==> src/rtl/shp_pkg.sv <==
// shared constants and types for the serial host register port
package shp_pkg;
  // word layout: command and data words are both 16 bits, msb first
  localparam int WORD_W = 16;
  localparam int ADDR_W = 12;
  localparam int CNT_W = 4;
  localparam int LEN_W = 8;
  localparam int RW_POS = 15;
  localparam int STEP_POS = 14;
  localparam logic [CNT_W-1:0] LAST_BIT = 4'hF;
  localparam logic [CNT_W-1:0] FIRST_BIT = 4'h0;
  localparam logic [1:0] CMD_RSVD = 2'h0;

  // timing, figures in ns, counts derived for the 50 MHz core clock
  localparam int CORE_PERIOD_NS = 20;
  localparam int SCLK_MIN_PERIOD_NS = 100;
  localparam int WR_GAP_NS = 445;
  localparam int RD_GAP_NS = 1187;
  localparam int SEL_HOLD_NS = 445;
  localparam int SCLK_HALF_CYC = (SCLK_MIN_PERIOD_NS + 2 * CORE_PERIOD_NS - 1) / (2 * CORE_PERIOD_NS);
  localparam int WR_GAP_CYC = (WR_GAP_NS + CORE_PERIOD_NS - 1) / CORE_PERIOD_NS;
  localparam int RD_GAP_CYC = (RD_GAP_NS + CORE_PERIOD_NS - 1) / CORE_PERIOD_NS;
  localparam int SEL_HOLD_CYC = (SEL_HOLD_NS + CORE_PERIOD_NS - 1) / CORE_PERIOD_NS;

  localparam int DIV_W = 3;
  localparam int GAP_W = 7;
  localparam logic [DIV_W-1:0] DIV_LAST = DIV_W'(SCLK_HALF_CYC - 1);
  localparam logic [GAP_W-1:0] WR_GAP_LD = GAP_W'(WR_GAP_CYC);
  localparam logic [GAP_W-1:0] RD_GAP_LD = GAP_W'(RD_GAP_CYC);
  localparam logic [GAP_W-1:0] HOLD_LD = GAP_W'(SEL_HOLD_CYC);

  typedef logic [WORD_W-1:0] shp_word_type;
  typedef logic [ADDR_W-1:0] shp_addr_type;
endpackage
==> src/rtl/shp_link_if.sv <==
// five-wire link between the host end and the device end
`timescale 1ns/1ps
`default_nettype none
interface shp_link_if;
  logic sclk;
  logic sel_n;
  logic port_sel;
  logic serial_in;
  logic serial_loop_out;

  modport host (
    output sclk,
    output sel_n,
    output port_sel,
    output serial_in,
    input serial_loop_out
  );

  modport dev (
    input sclk,
    input sel_n,
    input port_sel,
    input serial_in,
    output serial_loop_out
  );
endinterface
`default_nettype wire

==> src/rtl/shp_host.sv <==
// host end of the serial host register port, makes the serial clock
//
// Contract
// - port-select low picks host port, high JTAG
// - loop output is unclocked copy of input
// - host starts and ends every access
// - 16-bit command: rw, step, 12-bit address
// - device samples command bits on rising clock
// - without step, exactly one data word
// - with step, addresses rise by one
// - single read returns zero lsb
// - host should read two registers with step
// - data msb first on rising clock
// - read waits four pixel clocks before data
// - device drives read bits on falling clock
// - write waits one pixel clock between words
// - stepped writes keep gap between data words
// - written words appear on loop output
// - all selected devices take same write
// - only one device selected during read
// - serial clock at most 10 MHz
// - unlocked gaps 445 ns write, 1187 read
// - select held low after last falling edge
`timescale 1ns/1ps
`default_nettype none
module shp_host (
  input wire logic core_clk,
  input wire logic rst_b,
  input wire logic req_valid,
  output logic req_ready,
  input wire logic req_read,
  input wire logic req_step,
  input wire shp_pkg::shp_addr_type req_addr,
  input wire logic [shp_pkg::LEN_W-1:0] req_len,
  input wire logic wd_valid,
  output logic wd_ready,
  input wire shp_pkg::shp_word_type wd_data,
  output logic rd_valid,
  output shp_pkg::shp_word_type rd_data,
  output logic busy,
  shp_link_if.host link
);
  import shp_pkg::*;

  typedef enum {
    SHP_IDLE,
    SHP_SETUP,
    SHP_CMD,
    SHP_GAP,
    SHP_DATA,
    SHP_HOLD,
    SHP_SPACE
  } shp_hstate_type;

  shp_hstate_type state_r;
  logic [1:0] rx_sync_r;
  logic [DIV_W-1:0] div_r;
  logic tick;
  logic sclk_r;
  logic sel_n_r;
  logic [CNT_W-1:0] bit_r;
  shp_word_type tx_r;
  shp_word_type rx_r;
  logic [GAP_W-1:0] wait_r;
  logic rd_mode_r;
  logic [LEN_W-1:0] left_r;
  logic shifting;
  logic rise_ev;
  logic fall_ev;
  logic word_end;
  logic start;
  logic gap_done;

  // two flops on the returning pin before anything looks at it
  always_ff @(posedge core_clk or negedge rst_b) begin
    if (!rst_b) begin
      rx_sync_r <= 2'h0;
    end else begin
      rx_sync_r <= {rx_sync_r[0], link.serial_loop_out};
    end
  end

  // half-period divider; the clock only moves while a word shifts
  always_ff @(posedge core_clk or negedge rst_b) begin
    if (!rst_b) begin
      div_r <= '0;
    end else if (tick) begin
      div_r <= '0;
    end else begin
      div_r <= div_r + 1'b1;
    end
  end
  assign tick = (div_r == DIV_LAST);

  // strobes shared by the state machine and the shifter
  assign shifting = (state_r == SHP_CMD) || (state_r == SHP_DATA);
  assign rise_ev = shifting && tick && !sclk_r;
  assign fall_ev = shifting && tick && sclk_r;
  assign word_end = fall_ev && (bit_r == LAST_BIT);
  assign start = (state_r == SHP_IDLE) && req_valid;
  assign gap_done = (state_r == SHP_GAP) && (wait_r == '0);

  // handshakes toward the user side
  assign req_ready = (state_r == SHP_IDLE);
  assign wd_ready = gap_done && !rd_mode_r && wd_valid;
  assign busy = (state_r != SHP_IDLE);

  // access sequencing: select, command, gaps, data words, hold, spacing
  always_ff @(posedge core_clk or negedge rst_b) begin
    if (!rst_b) begin
      state_r <= SHP_IDLE;
      sel_n_r <= 1'b1;
      wait_r <= '0;
      rd_mode_r <= 1'b0;
      left_r <= '0;
    end else begin
      case (state_r)
        SHP_IDLE: begin
          if (req_valid) begin
            state_r <= SHP_SETUP;
            sel_n_r <= 1'b0;
            rd_mode_r <= req_read;
            // a zero length still moves one word
            if (req_step && (req_len != '0)) begin
              left_r <= req_len;
            end else begin
              left_r <= LEN_W'(1);
            end
          end
        end
        SHP_SETUP: begin
          // select settles a full half period before the first rise
          if (tick) begin
            state_r <= SHP_CMD;
          end
        end
        SHP_CMD: begin
          if (word_end) begin
            state_r <= SHP_GAP;
            wait_r <= rd_mode_r ? RD_GAP_LD : WR_GAP_LD;
          end
        end
        SHP_GAP: begin
          if (wait_r != '0) begin
            wait_r <= wait_r - 1'b1;
          end else if (rd_mode_r || wd_valid) begin
            state_r <= SHP_DATA;
          end
        end
        SHP_DATA: begin
          if (word_end) begin
            left_r <= left_r - 1'b1;
            if (left_r == LEN_W'(1)) begin
              state_r <= SHP_HOLD;
              wait_r <= HOLD_LD;
            end else begin
              state_r <= SHP_GAP;
              wait_r <= rd_mode_r ? RD_GAP_LD : WR_GAP_LD;
            end
          end
        end
        SHP_HOLD: begin
          if (wait_r != '0) begin
            wait_r <= wait_r - 1'b1;
          end else begin
            state_r <= SHP_SPACE;
            sel_n_r <= 1'b1;
            wait_r <= WR_GAP_LD;
          end
        end
        SHP_SPACE: begin
          if (wait_r != '0) begin
            wait_r <= wait_r - 1'b1;
          end else begin
            state_r <= SHP_IDLE;
          end
        end
        default: begin
          state_r <= SHP_IDLE;
          sel_n_r <= 1'b1;
        end
      endcase
    end
  end

  // serial clock level and bit counter
  always_ff @(posedge core_clk or negedge rst_b) begin
    if (!rst_b) begin
      sclk_r <= 1'b0;
      bit_r <= FIRST_BIT;
    end else if (rise_ev) begin
      sclk_r <= 1'b1;
    end else if (fall_ev) begin
      sclk_r <= 1'b0;
      bit_r <= bit_r + 1'b1;
    end else if (!shifting) begin
      bit_r <= FIRST_BIT;
    end
  end

  // outgoing word: loaded whole, shifted on falling edges, msb first;
  // after the command of a read it has shifted to zeros
  always_ff @(posedge core_clk or negedge rst_b) begin
    if (!rst_b) begin
      tx_r <= '0;
    end else if (start) begin
      tx_r <= {req_read, req_step, CMD_RSVD, req_addr};
    end else if (wd_ready) begin
      tx_r <= wd_data;
    end else if (fall_ev) begin
      tx_r <= {tx_r[WORD_W-2:0], 1'b0};
    end
  end

  // incoming read bits, taken at our own rising edge from the synced pin;
  // the device moved them a whole half period earlier
  always_ff @(posedge core_clk or negedge rst_b) begin
    if (!rst_b) begin
      rx_r <= '0;
    end else if (rise_ev) begin
      rx_r <= {rx_r[WORD_W-2:0], rx_sync_r[1]};
    end
  end

  // one read word per pulse, data held until the next word
  always_ff @(posedge core_clk or negedge rst_b) begin
    if (!rst_b) begin
      rd_valid <= 1'b0;
      rd_data <= '0;
    end else begin
      rd_valid <= word_end && rd_mode_r && (state_r == SHP_DATA);
      if (word_end && rd_mode_r && (state_r == SHP_DATA)) begin
        rd_data <= rx_r;
      end
    end
  end

  // this end only ever drives the register port; one select means one device
  assign link.port_sel = 1'b0;
  assign link.sel_n = sel_n_r;
  assign link.sclk = sclk_r;
  assign link.serial_in = tx_r[WORD_W-1];
endmodule
`default_nettype wire

==> src/flat_wrapper.sv <==
// flat-port wrapper written by rule: the top's interface ports become plain ports
module shp_host_flat import shp_pkg::*;
  (core_clk, rst_b, req_valid, req_ready, req_read, req_step, req_addr, req_len, wd_valid, wd_ready, wd_data, rd_valid, rd_data, busy, link_sclk, link_sel_n, link_port_sel, link_serial_in, link_serial_loop_out);
  shp_link_if link_i ();
  input wire logic core_clk;
  input wire logic rst_b;
  input wire logic req_valid;
  output logic req_ready;
  input wire logic req_read;
  input wire logic req_step;
  input wire shp_pkg::shp_addr_type req_addr;
  input wire logic [shp_pkg::LEN_W-1:0] req_len;
  input wire logic wd_valid;
  output logic wd_ready;
  input wire shp_pkg::shp_word_type wd_data;
  output logic rd_valid;
  output shp_pkg::shp_word_type rd_data;
  output logic busy;
  output wire logic [$bits(link_i.sclk)-1:0] link_sclk;
  output wire logic [$bits(link_i.sel_n)-1:0] link_sel_n;
  output wire logic [$bits(link_i.port_sel)-1:0] link_port_sel;
  output wire logic [$bits(link_i.serial_in)-1:0] link_serial_in;
  input wire logic [$bits(link_i.serial_loop_out)-1:0] link_serial_loop_out;
  assign link_sclk = link_i.sclk;
  assign link_sel_n = link_i.sel_n;
  assign link_port_sel = link_i.port_sel;
  assign link_serial_in = link_i.serial_in;
  assign link_i.serial_loop_out = link_serial_loop_out;
  shp_host u_core (.core_clk(core_clk), .rst_b(rst_b), .req_valid(req_valid), .req_ready(req_ready), .req_read(req_read), .req_step(req_step), .req_addr(req_addr), .req_len(req_len), .wd_valid(wd_valid), .wd_ready(wd_ready), .wd_data(wd_data), .rd_valid(rd_valid), .rd_data(rd_data), .busy(busy), .link(link_i));
endmodule
==> config.mk <==
export PLATFORM = sky130hd
export DESIGN_NAME = shp_host_flat
export DESIGN_NICKNAME = d
export VERILOG_FILES = /design/src/rtl/shp_pkg.sv /design/src/rtl/shp_link_if.sv /design/src/rtl/shp_host.sv /design/src/flat_wrapper.sv
export SDC_FILE = /design/constraint.sdc
export NUM_CORES = 1
export LEC_CHECK = 0
export BUFFER_PORTS_ARGS = -buffer_cell sky130_fd_sc_hd__buf_2
export CAP_MARGIN = 20
export CORE_UTILIZATION = 51
export CTS_CLUSTER_SIZE = 20
export DETAILED_ROUTE_END_ITERATION = 12
export GPL_TIMING_DRIVEN = 0
export PLACE_DENSITY = 0.75
export SKIP_LAST_GASP = 1
export SLEW_MARGIN = 10
export SYNTH_ARGS = -nofsm -noshare
export SYNTH_HDL_FRONTEND = slang
export SYNTH_SLANG_ARGS = --single-unit
==> constraint.sdc <==
create_clock -name core_clk -period 1.9 [get_ports core_clk]
set_input_delay 0.19 -clock core_clk [delete_from_list [all_inputs] [get_ports core_clk]]
set_output_delay 0.19 -clock core_clk [all_outputs]
set_load 0.02 [all_outputs]
==> results.txt, run 1 <==
----------------------------------------------------
[Status]
  Outcome ... complete, but fails checks
  Violations in the final reports ... negative setup slack

[Detailed routing]
  DR iter-0 viols ... slightly above 200
  Number of vias in the routed layout ... between 3000 and 4000
  Average wire length per cell after detail routing ... 16.6 microns
  Drt via density ... about 5.7
  DRC violations left ... 0
  Antenna Violating Nets Remaining ... 0
  DRT Pass-1 Iters ... 6
  Final wirelength ... between 10000 and 15000 microns

[Cells and area]
  Finished layout cell area ... 0.00551 sq mm
  NumNets Final ... 548
  Antenna diode count ... 0
  Layout Area Growth over Synthesis ... 33.9%
  Filler Cell Count ... about 560
  Share of final-layout standard cells stronger than drive strength 1 ... between 40% and 50%

[Die]
  Number of standard-cell rows in the floorplan ... 32
  Vertical die dimension ... approximately 92 microns
  Core region area ... a little under 0.008 sq mm
  Die area ... between 0.008 and 0.009 sq mm
  Count of boundary I/O pins ... 67
  Horizontal extent of the die ... 91.8 microns
  Initial standard-cell utilization of the core ... between 50% and 60%

[Global route]
  Vias in the first global route ... ~3200
  Overflow left after global routing ... 0
  Pin count of the biggest net entering global routing ... 59
  Wire length of the first global-routing pass ... roughly 15000 microns
  Initial antenna violation count ... 0
  Overall global routing resource usage ... around 22%

[Power and ir drop]
  Peak ir drop on the vdd network ... approximately 0.00065 V
  Static leakage ... 2.59 nW
  Power density over the cells ... 1240 mW/mm^2

[Worst setup path]
  Largest fanout on the critical path ... 5
  Worst reg-to-reg path cell count ... 10
  Data arrival at the endpoint of the critical path ... 2300 ps
  Kind of capture point of the worst setup path ... flip-flop
  Kind of start point of the critical path ... flip-flop
  Crit Path Category ... flip-flop to flip-flop
  Crit Reg-Reg Startpoint ... u_core.wait_r[0]
  Setup slack of the worst register-to-register path ... -100 ps
  Required time worst endpoint ... 2200 ps
  Reg-to-reg endpoint ... u_core.tx_r[15]

[Timing]
  Post-route minimum period ... 2000 ps
  Maximum clock frequency ... 499 MHz
  Unrepaired setup endpoints after global routing ... yes
  Clock Skew ... slightly below 7 ps
  Final setup slack of the worst path ... -104 ps
  Min Hold Slack ... approximately 74 ps
  Final count of pins violating max slew ... 0
  Final Hold Viols ... 0
  Final clock period utilization by the worst path ... 105%
  Setup violations, final ... 19

[Clock network]
  Total CTS buffers ... 9
  Number of levels in the clock H-tree ... 3
  Total clock sinks ... about 80
  Register clock-pin slew on the reported worst setup and hold paths ... roughly 90 ps
  Clk Tree Root Cell ... sky130_fd_sc_hd__clkbuf_8
  CTS tree ... done
  Longest Clk Path Bufs ... 2
  Later-pin clock latency in the skew report ... 350 ps

[Placement]
  IO buf count ... 64
  Placed wire-length estimate ... slightly above 6000 microns
  Setup slack at placement ... -268 ps
  Placed inst area ... between 0.004 and 0.005 sq mm
  Global placer's final weighted congestion ... 0.869

[Worst hold path]
  Source of the worst hold timing path ... req_read
  Hold path cells ... 3
  Hold Path Sink ... u_core.rd_mode_r
  Classification of the worst-slack hold path ... primary input to flip-flop

[Synth]
  Post-Syn Area per Cell ... between 10 and 15 sq um
  Mapped Area ... ~0.0041 sq mm
  Fraction of post-synthesis cell area in the top cell type by area ... a little under half
  Cells after synthesis ... about 380
  Count of flip-flops with a built-in enable after synthesis ... 0
  Commonest register cell after synthesis ... sky130_fd_sc_hd__dfrtp_1
  Synth warnings ... 0
  Library cell with the largest summed area after synthesis ... sky130_fd_sc_hd__dfrtp_1
  Sequential share of the synthesized area ... 48.1%
  Largest cells by area after synthesis ... sky130_fd_sc_hd__dfrtp_1 47%, sky130_fd_sc_hd__mux2_2 7.7%, sky130_fd_sc_hd__a21oi_1 3.0%
  Synthesized Nets ... between 400 and 500
  Post-synthesis sequential element count ... 79
  Post-synth ARST share ... 100%
  Distinct cells, synth ... 65

[Job]
  Max-capacitance violation count ... 0

----------------------------------------------------
## layout by cell type (no fill, tap or decap), types with 11 or more instances in the layout
master / Yosys / layout
sky130_fd_sc_hd__buf_2: 7 / 67
sky130_fd_sc_hd__clkbuf_8: 2 / 11
sky130_fd_sc_hd__nand3_1: 14 / 14
sky130_fd_sc_hd__mux2_4: 0 / 15
sky130_fd_sc_hd__buf_4: 3 / 34
sky130_fd_sc_hd__a21oi_1: 25 / 22
sky130_fd_sc_hd__nand2_1: 26 / 25
sky130_fd_sc_hd__mux2_2: 28 / 17
sky130_fd_sc_hd__buf_6: 3 / 11
sky130_fd_sc_hd__dfrtp_1: 78 / 75
sky130_fd_sc_hd__nor2_1: 32 / 30
## per-layer routing
metal  up-vias  share of wire (%)  global-route usage (%)
li1       1639                  -                       -
met1      1693                 44                    30.3
met2        95                 51                    36.9
met3        11                3.9                    2.82
met4         0                1.1                    7.42
met5         -                  0                       0
## sequential cells by signal (all words and copies together) (netlist names)
register	count
u_core.rd_data	16
u_core.wait_r	7
u_core.rd_mode_r	1
u_core.rx_r	16
u_core.rd_valid	1
u_core.state_r	3
u_core.div_r	3
u_core.tx_r	16
u_core.rx_sync_r	2
u_core.link.sel_n	1
u_core.left_r	8
u_core.bit_r	4
u_core.link.sclk	1
## worst max-delay path by stage
| stage | startpoint | end | slack [ps] | cells after the start |
|---|---|---|---|---|
| 3_5_place_dp | u_core.wait_r[0] | u_core.tx_r[11] | -270 | 10 |
| 6_report | u_core.wait_r[0] | u_core.tx_r[15] | -100 | 10 |
| 5_1_grt | u_core.wait_r[0] | u_core.tx_r[15] | -180 | 10 |
| 2_1_floorplan | u_core.wait_r[0] | u_core.tx_r[11] | 1 | 10 |
| 4_1_cts | u_core.state_r[1] | u_core.rd_data[12] | -100 | 6 |
| 3_3_place_gp | u_core.wait_r[0] | u_core.tx_r[6] | -260 | 10 |
## worst max-delay path, stage by stage, from the launching register on
cell	delay, ps
sky130_fd_sc_hd__dfrtp_1	410
sky130_fd_sc_hd__inv_2	100
sky130_fd_sc_hd__ha_4	130
sky130_fd_sc_hd__nor4b_4	200
sky130_fd_sc_hd__and2_4	200
sky130_fd_sc_hd__nand3_4	80
sky130_fd_sc_hd__clkinv_4	100
sky130_fd_sc_hd__buf_12	130
sky130_fd_sc_hd__mux2i_1	90
sky130_fd_sc_hd__a211oi_1	400
sky130_fd_sc_hd__a21o_1	130
## cells by family (layout without fill, tap and decap cells)
kind of cell    after synthesis  in the layout  share of synthesized area (%)
flops                        79             79                           48.1
other cells                   1              1                         0.0911
mux                          40             40                           10.7
fa+ha+maj                     6              6                           1.76
xor+xnor                      7              7                           1.49
buf+inv                      34            156                           4.65
compound gates               94             94                           16.3
simple gates                122            122                           16.9
## final cells by class
| type | count | area, sq um | share of cell area [%] |
|---|---|---|---|
| buffer | 19 | 175 | 3.18 |
| tap | 102 | 128 | 2.32 |
| timing repair buffer | 109 | 767 | 13.9 |
| clock inverter | 7 | 105 | 1.91 |
| inverter | 12 | 50.0 | 0.908 |
| multi-input combinational | 270 | 2180 | 39.6 |
| sequential | 79 | 1980 | 36.0 |
| clock buffer | 9 | 124 | 2.25 |
## synth_stat cells, drive strengths merged, types with 3 or more instances
| library cell | n |
|---|---|
| buf | 14 |
| clkbuf | 8 |
| nand2b | 5 |
| a21oi | 25 |
| inv | 11 |
| o31ai | 6 |
| xnor2 | 3 |
| a221o | 5 |
| mux2 | 32 |
| nor3b | 3 |
| ha | 5 |
| nor4 | 3 |
| mux2i | 8 |
| and3 | 5 |
| xor2 | 4 |
| nor2 | 32 |
| a21o | 9 |
| a31oi | 8 |
| a211oi | 10 |
| nand3 | 15 |
| nor3 | 15 |
| dfrtp | 78 |
| nand2 | 26 |
| o2bb2ai | 4 |
| o22a | 3 |
| o21ai | 11 |
## timing repair
item | in CTS | in global routing
setup buffers | 15 | 24
gates resized for setup | 28 | 61
pin swaps | 6 | 15
endpoints found under the setup margin | 58 | 62
endpoints found under the hold margin | 22 | 0
hold buffers | 2 | 0
cloned | 0 | 3
## metrics by stage
stage | power, mW | utilization, % | instances | TNS (ps)
floorplan | 4.24 | - | 383 | 0
global placement | 4.74 | 58.7 | 549 | -6410
detailed placement | 4.83 | 59.1 | 550 | -7840
CTS | 6.45 | 65.0 | 582 | -1060
global route | 7.26 | 71.0 | 607 | -2880
finish | 6.84 | 71.0 | 607 | -671
## power by group
group / switching, mW / internal, mW
clock network: 0.666 / 0.758
logic: 1.57 / 1.30
registers: 0.445 / 2.10
Power figures use the tool's default switching activity.
==> inputs of run 2 (changes only) <==
--- a/config.mk
+++ b/config.mk
@@ -5,7 +5,7 @@
 export SDC_FILE = /design/constraint.sdc
 export NUM_CORES = 1
 export LEC_CHECK = 0
-export BUFFER_PORTS_ARGS = -buffer_cell sky130_fd_sc_hd__buf_2
+export BUFFER_PORTS_ARGS = -buffer_cell sky130_fd_sc_hd__clkbuf_2
 export CAP_MARGIN = 20
 export CORE_UTILIZATION = 51
 export CTS_CLUSTER_SIZE = 20
==> results.txt, run 2 (same netlist as run 1, synthesis figures left out) <==
----------------------------------------------------
[Timing]
  Unrepaired setup endpoints after global routing ... yes
  Min Hold Slack ... 64.2 ps (-9.71 ps)
  Final count of pins violating max slew ... 0 (unchanged)
  Final Hold Viols ... 0 (unchanged)
  Clock Skew ... 12.3 ps (+5.48 ps)
  Final clock period utilization by the worst path ... 102% (-3.3 points)
  Maximum clock frequency ... 515 MHz (+3.2%)
  Final setup slack of the worst path ... -41.0 ps (+62.8 ps)
  Setup violations, final ... 8 (-11)
  Post-route minimum period ... 1940 ps (-62.8 ps)

[Worst hold path]
  Classification of the worst-slack hold path ... primary input to flip-flop
  Hold Path Sink ... u_core.tx_r[0]
  Hold path cells ... 3 (unchanged)
  Source of the worst hold timing path ... wd_data[0]

[Die]
  Core region area ... 0.00777 sq mm (unchanged)
  Number of standard-cell rows in the floorplan ... 32 (unchanged)
  Horizontal extent of the die ... 91.8 microns (unchanged)
  Die area ... 0.00843 sq mm (unchanged)
  Initial standard-cell utilization of the core ... 53.0% (unchanged)
  Count of boundary I/O pins ... 67 (unchanged)
  Vertical die dimension ... 91.8 microns (unchanged)

[Cells and area]
  Layout Area Growth over Synthesis ... 34.5%
  Post-layout util ... 71.2% (+0.29 points)
  Antenna diode count ... 0 (unchanged)
  Leading cell type in the layout, fill and taps excluded ... sky130_fd_sc_hd__dfrtp_1
  Share of final-layout standard cells stronger than drive strength 1 ... 45.0% (+0.40 points)
  Largest registers ranked by flip-flop count ... u_core.rd_data: 16 flops, u_core.rx_r: 16 flops, u_core.tx_r: 16 flops
  Count of placed standard cells in the final layout, fillers left out ... 607 (unchanged)
  Filler Cell Count ... 532 (-4.7%)
  Most frequent cells in the layout ... 74 x sky130_fd_sc_hd__dfrtp_1, 64 x sky130_fd_sc_hd__clkbuf_2, 37 x sky130_fd_sc_hd__buf_4, 30 x sky130_fd_sc_hd__nor2_1, 26 x sky130_fd_sc_hd__nand2_1
  NumNets Final ... 548 (unchanged)

[Clock network]
  Total CTS buffers ... 9 (unchanged)
  Number of levels in the clock H-tree ... 3 (unchanged)
  Total clock sinks ... 79 (unchanged)
  Register clock-pin slew on the reported worst setup and hold paths ... 90 ps (about the same)
  CTS tree ... done
  Later-pin clock latency in the skew report ... 350 ps (about the same)
  Clk Tree Root Cell ... sky130_fd_sc_hd__clkbuf_8
  Longest Clk Path Bufs ... 2 (unchanged)

[Power and ir drop]
  Static leakage ... 2.57 nW (-0.84%)
  Power density over the cells ... 1260 mW/mm^2 (+1.2%)
  Peak ir drop on the vdd network ... 0.000867 V (+34%)

[Worst setup path]
  Largest stage delay on the critical path ... 490 ps (+80 ps)
  Worst reg-to-reg path cell count ... 9 (-1)
  CP Cell Sequence ... buf_4 > and4bb_2 > nand3_4 > clkinv_4 > buf_4 > nor3_4 > buf_6 > a211oi_1 > a21o_1
  Required time worst endpoint ... 2140 ps (-60 ps)
  Crit Reg-Reg Startpoint ... u_core.state_r[1]
  Delay-heaviest family, CP ... simple AND/OR/NAND/NOR gates
  Reg-to-reg endpoint ... u_core.tx_r[1]
  Worst path slowest cell ... sky130_fd_sc_hd__dfrtp_2
  Largest fanout on the critical path ... 5 (unchanged)
  Crit Path Category ... flip-flop to flip-flop
  Critical Path Most Common Cell ... sky130_fd_sc_hd__buf_4
  Setup slack of the worst register-to-register path ... -40 ps (+60 ps)
  Kind of capture point of the worst setup path ... flip-flop
  Count of buffer and inverter cells on the critical path ... 4 (+1)
  Kind of start point of the critical path ... flip-flop
  Data arrival at the endpoint of the critical path ... 2190 ps (-110 ps)

[Job]
  Max-capacitance violation count ... 0 (unchanged)

[Placement]
  Placed cells ... 550 (unchanged)
  IO buf count ... 64 (unchanged)
  Global placer's final weighted congestion ... 0.882 (+1.5%)
  Placed wire-length estimate ... 6270 microns (+2.4%)

[Status]
  Violations in the final reports ... negative setup slack
  Outcome ... complete, but fails checks

[Global route]
  Initial antenna violation count ... 0 (unchanged)
  Overall global routing resource usage ... 22.7% (+0.51 points)
  Pin count of the biggest net entering global routing ... 61 (+3.4%)
  Wire length of the first global-routing pass ... 15100 microns (+1.3%)
  Vias in the first global route ... 3221 (+0.72%)
  Overflow left after global routing ... 0 (unchanged)

[Detailed routing]
  Drt via density ... 5.69 (+0.52%)
  Average wire length per cell after detail routing ... 16.4 microns (-1.3%)
  DR iter-0 viols ... 170 (-16%)
  DRT Pass-1 Iters ... 4 (-2)
  Antenna Violating Nets Remaining ... 0 (unchanged)
  DRC violations left ... 0 (unchanged)
  Number of vias in the routed layout ... 3456 (+0.52%)
  Final wirelength ... 9930 microns (-1.3%)

----------------------------------------------------
## run 2: power by group
group          internal (mW)  switching, mW
Sequential              2.10          0.454
Combinational           1.45           1.61
Clock                  0.637          0.691
## run 2: area by class of cell
type / count / area, sq um / area share, %
inverters: 12 / 50.0 / 0.904
repair buffers: 109 / 734 / 13.3
clock inverters: 7 / 86.3 / 1.56
clock buffers: 9 / 124 / 2.24
plain buffers: 19 / 188 / 3.39
multi-input cells: 270 / 2240 / 40.5
well taps: 102 / 128 / 2.31
flip-flops and latches: 79 / 1980 / 35.8
## run 2: repair_timing
| item | in CTS | in global routing |
|---|---|---|
| hold buffers | 2 | 0 |
| cloned | 0 | 3 |
| setup buffers | 16 | 23 |
| endpoints found under the setup margin | 58 | 62 |
| gates resized for setup | 34 | 65 |
| hold endpoints to repair | 20 | 0 |
| pin swaps | 4 | 17 |
## run 2: routing by layer
layer  vias up  track usage (%)  part of all wire, %
li1       1640                -                    -
met1      1705             29.9                   44
met2        97             38.6                   51
met3        14             4.81                  3.7
met4         0             5.34                  1.4
met5         -                0                    0
## run 2: per-stage QoR
| step | cell area, sq um | total power, mW | TNS (ps) | setup WS, ps |
|---|---|---|---|---|
| after CTS | 5080 | 6.41 | -492 | -109 |
| final | 5530 | 6.95 | -216 | -41.0 |
| after global placement | 4560 | 4.74 | -15050 | -267 |
| after global routing | 5530 | 7.38 | -1120 | -103 |
| after detailed placement | 4590 | 4.83 | -8520 | -293 |
| after floorplan | 4120 | 4.24 | 0 | 1.11 |
## run 2: worst max-delay path by stage
| stage | startpoint | to | cells past startpoint |
|---|---|---|---|
| 6_report | u_core.state_r[1] | u_core.tx_r[1] | 9 |
| 5_1_grt | u_core.wait_r[1] | wd_ready | 8 |
| 3_5_place_dp | u_core.state_r[2] | u_core.left_r[5] | 7 |
| 3_3_place_gp | u_core.wait_r[0] | u_core.tx_r[6] | 10 |
| 2_1_floorplan | u_core.wait_r[0] | u_core.tx_r[11] | 10 |
| 4_1_cts | u_core.wait_r[1] | wd_ready | 8 |
## run 2: tightest hold or removal path: cells and delay by family
kind	cells	cell delay [ps]
simple gates	1	40
compound gates	1	70
buf+inv	1	80
==> inputs of run 3 (changes only) <==
--- a/config.mk
+++ b/config.mk
@@ -11,7 +11,9 @@
 export CTS_CLUSTER_SIZE = 20
 export DETAILED_ROUTE_END_ITERATION = 12
 export GPL_TIMING_DRIVEN = 0
+export HOLD_SLACK_MARGIN = 0.06
 export PLACE_DENSITY = 0.75
+export REMOVE_ABC_BUFFERS = 1
 export SKIP_LAST_GASP = 1
 export SLEW_MARGIN = 10
 export SYNTH_ARGS = -nofsm -noshare
==> results.txt, run 3 (same netlist as run 1, synthesis figures left out) <==
----------------------------------------------------
[Worst hold path]
  Source of the worst hold timing path ... req_addr[9]
  Classification of the worst-slack hold path ... primary input to flip-flop

[Job]
  Max-capacitance violation count ... 0 (unchanged)

[Die]
  Die area ... 0.00843 sq mm (unchanged)
  Horizontal extent of the die ... 91.8 microns (unchanged)
  Vertical die dimension ... 91.8 microns (unchanged)
  Core region area ... 0.00777 sq mm (unchanged)
  Initial standard-cell utilization of the core ... 53.0% (unchanged)
  Number of standard-cell rows in the floorplan ... 32 (unchanged)
  Count of boundary I/O pins ... 67 (unchanged)

[Worst setup path]
  Required time worst endpoint ... 2180 ps (+40 ps)
  Kind of capture point of the worst setup path ... flip-flop
  Data arrival at the endpoint of the critical path ... 2260 ps (+70 ps)
  Setup slack of the worst register-to-register path ... -80 ps (-40 ps)
  Crit Reg-Reg Startpoint ... u_core.state_r[1]
  Kind of start point of the critical path ... flip-flop
  Largest fanout on the critical path ... 12 (+7)
  Launch point of the worst path ... u_core.state_r[1]
  Crit Path Category ... flip-flop to flip-flop

[Timing]
  Final clock period utilization by the worst path ... 104% (+2.2 points)
  Setup violations, final ... 36 (+28)
  Post-route minimum period ... 1980 ps (+41.6 ps)
  Final setup slack of the worst path ... -82.6 ps (-41.6 ps)
  Setup TNS ... -1200 ps (-984 ps)
  Clock Skew ... 10.9 ps (-1.47 ps)
  Min Hold Slack ... 78.2 ps (+14.0 ps)
  Maximum clock frequency ... 504 MHz (-2.1%)
  Final count of pins violating max slew ... 0 (unchanged)
  Final Hold Viols ... 0 (unchanged)
  Unrepaired setup endpoints after global routing ... yes

[Cells and area]
  Antenna diode count ... 0 (unchanged)
  NumNets Final ... 558 (+1.8%)
  Leading cell type in the layout, fill and taps excluded ... sky130_fd_sc_hd__dfrtp_1
  Layout Area Growth over Synthesis ... 35.7%
  Share of final-layout standard cells stronger than drive strength 1 ... 45.4% (+0.49 points)
  Largest registers ranked by flip-flop count ... u_core.rd_data: 16 flops, u_core.rx_r: 16 flops, u_core.tx_r: 16 flops
  Most frequent cells in the layout ... 72 x sky130_fd_sc_hd__dfrtp_1, 65 x sky130_fd_sc_hd__clkbuf_2, 45 x sky130_fd_sc_hd__buf_4, 30 x sky130_fd_sc_hd__nor2_1, 24 x sky130_fd_sc_hd__nand2_1
  Finished layout cell area ... 0.00558 sq mm (+0.88%)

[Placement]
  Global placer's final weighted congestion ... 0.838 (-5.0%)
  Placed inst area ... 0.00445 sq mm (-3.1%)
  Placed wire-length estimate ... 5630 microns (-10%)
  IO buf count ... 65 (+1.6%)

[Global route]
  Pin count of the biggest net entering global routing ... 54 (-11%)
  Overflow left after global routing ... 0 (unchanged)
  Vias in the first global route ... 3479 (+8.0%)
  Overall global routing resource usage ... 24.6% (+1.9 points)
  Initial antenna violation count ... 0 (unchanged)
  Wire length of the first global-routing pass ... 16200 microns (+7.6%)

[Detailed routing]
  Final wirelength ... 11400 microns (+15%)
  Number of vias in the routed layout ... 3701 (+7.1%)
  Highest signal layer in the routed design ... met4
  DR WL met2 ... 5780 microns (+14%)
  Average wire length per cell after detail routing ... 18.5 microns (+13%)
  DRC violations left ... 0 (unchanged)
  DRT Pass-1 Iters ... 5 (+1)
  DR iter-0 viols ... 181 (+6.5%)
  Drt via density ... 6.00 (+5.4%)
  Wire length on met1 ... 4560 microns (+4.3%)
  Antenna Violating Nets Remaining ... 0 (unchanged)
  Met3 WL post-DR ... 753 microns (+100%)

[Power and ir drop]
  Peak ir drop on the vdd network ... 0.000940 V (+8.4%)
  Power density over the cells ... 1270 mW/mm^2 (+0.79%)
  Static leakage ... 2.59 nW (+0.67%)

[Clock network]
  Total CTS buffers ... 9 (unchanged)
  Register clock-pin slew on the reported worst setup and hold paths ... 90 ps (about the same)
  Total clock sinks ... 79 (unchanged)
  Clk Tree Root Cell ... sky130_fd_sc_hd__clkbuf_8
  Later-pin clock latency in the skew report ... 370 ps (+20 ps)
  CTS tree ... done
  Longest Clk Path Bufs ... 2 (unchanged)
  Number of levels in the clock H-tree ... 3 (unchanged)

[Status]
  Violations in the final reports ... negative setup slack
  Outcome ... complete, but fails checks

----------------------------------------------------
==> run 3: cell count changes in the layout (fill, tap and decap cells not counted), sizes merged <==
cell | previous run | this run
or3 | 2 | 3
and4 | 1 | 2
clkinvlp | 1 | 2
inv | 15 | 14
clkbuf | 81 | 76
dlygate4sd3 | 2 | 13
buf | 54 | 53
clkinv | 2 | 3
and3 | 5 | 7
==> run 3: through the flow <==
stage / util [%] / power (mW) / instances / setup slack [ps]
2_1_floorplan: - / 4.10 / 361 / -532
3_3_place_gp: 56.9 / 4.58 / 528 / -1060
3_5_place_dp: 57.3 / 4.69 / 529 / -1130
4_1_cts: 67.4 / 6.49 / 597 / -19.7
5_1_grt: 71.9 / 7.44 / 617 / -170
6_report: 71.9 / 7.07 / 617 / -82.6
==> run 3: worst paths after layout <==
path / depth (start not counted) / end
setup / recovery: 7 / u_core.wait_r[1]
hold / removal: 2 / u_core.tx_r[9]
setup reg to reg: 7 / u_core.wait_r[1]
hold reg to reg: 0 / u_core.rx_sync_r[1]
max in group asynchronous: 3 / u_core.link.sel_n
min in group asynchronous: 2 / u_core.rd_data[5]
==> run 3: cell type report <==
| type | instances | area (sq um) |
|---|---|---|
| Multi-Input combinational cell | 274 | 2240 |
| Fill cell | 513 | 2180 |
| Clock buffer | 9 | 124 |
| Timing Repair Buffer | 133 | 941 |
| Tap cell | 102 | 128 |
| Sequential cell | 79 | 1990 |
| Timing Repair inverter | 1 | 8.76 |
| Inverter | 12 | 61.3 |
| Clock inverter | 7 | 86.3 |
==> run 3: timing repair <==
| item | 4_1_cts | 5_1_grt |
|---|---|---|
| pin swaps | 13 | 20 |
| setup buffers | 36 | 18 |
| hold buffers | 13 | 0 |
| endpoints found under the setup margin | 69 | 60 |
| cloned | 3 | 2 |
| resized for setup | 35 | 44 |
| hold endpoints to repair | 33 | 0 |
==> run 3: critical path, cell delays in order, from the launching register on <==
cell and delay [ps]:
sky130_fd_sc_hd__dfrtp_4 570, sky130_fd_sc_hd__clkbuf_2 190, sky130_fd_sc_hd__buf_4 210, sky130_fd_sc_hd__nand2_1 70
sky130_fd_sc_hd__nand3_1 90, sky130_fd_sc_hd__nor4_2 340, sky130_fd_sc_hd__and2b_1 260, sky130_fd_sc_hd__o31ai_4 160
==> run 3: per-layer routing <==
layer,vias up,global-route usage (%)
met3,38,5.31
met1,1806,30.4
met4,0,9.77
met5,-,0
met2,189,42.1
li1,1668,-
==> run 3: power by group <==
group	switching (mW)	leakage [nW]	internal (mW)	total (mW)
Sequential	0.524	1.02	2.11	2.64
Clock	0.702	0.104	0.637	1.34
Combinational	1.67	1.46	1.42	3.09
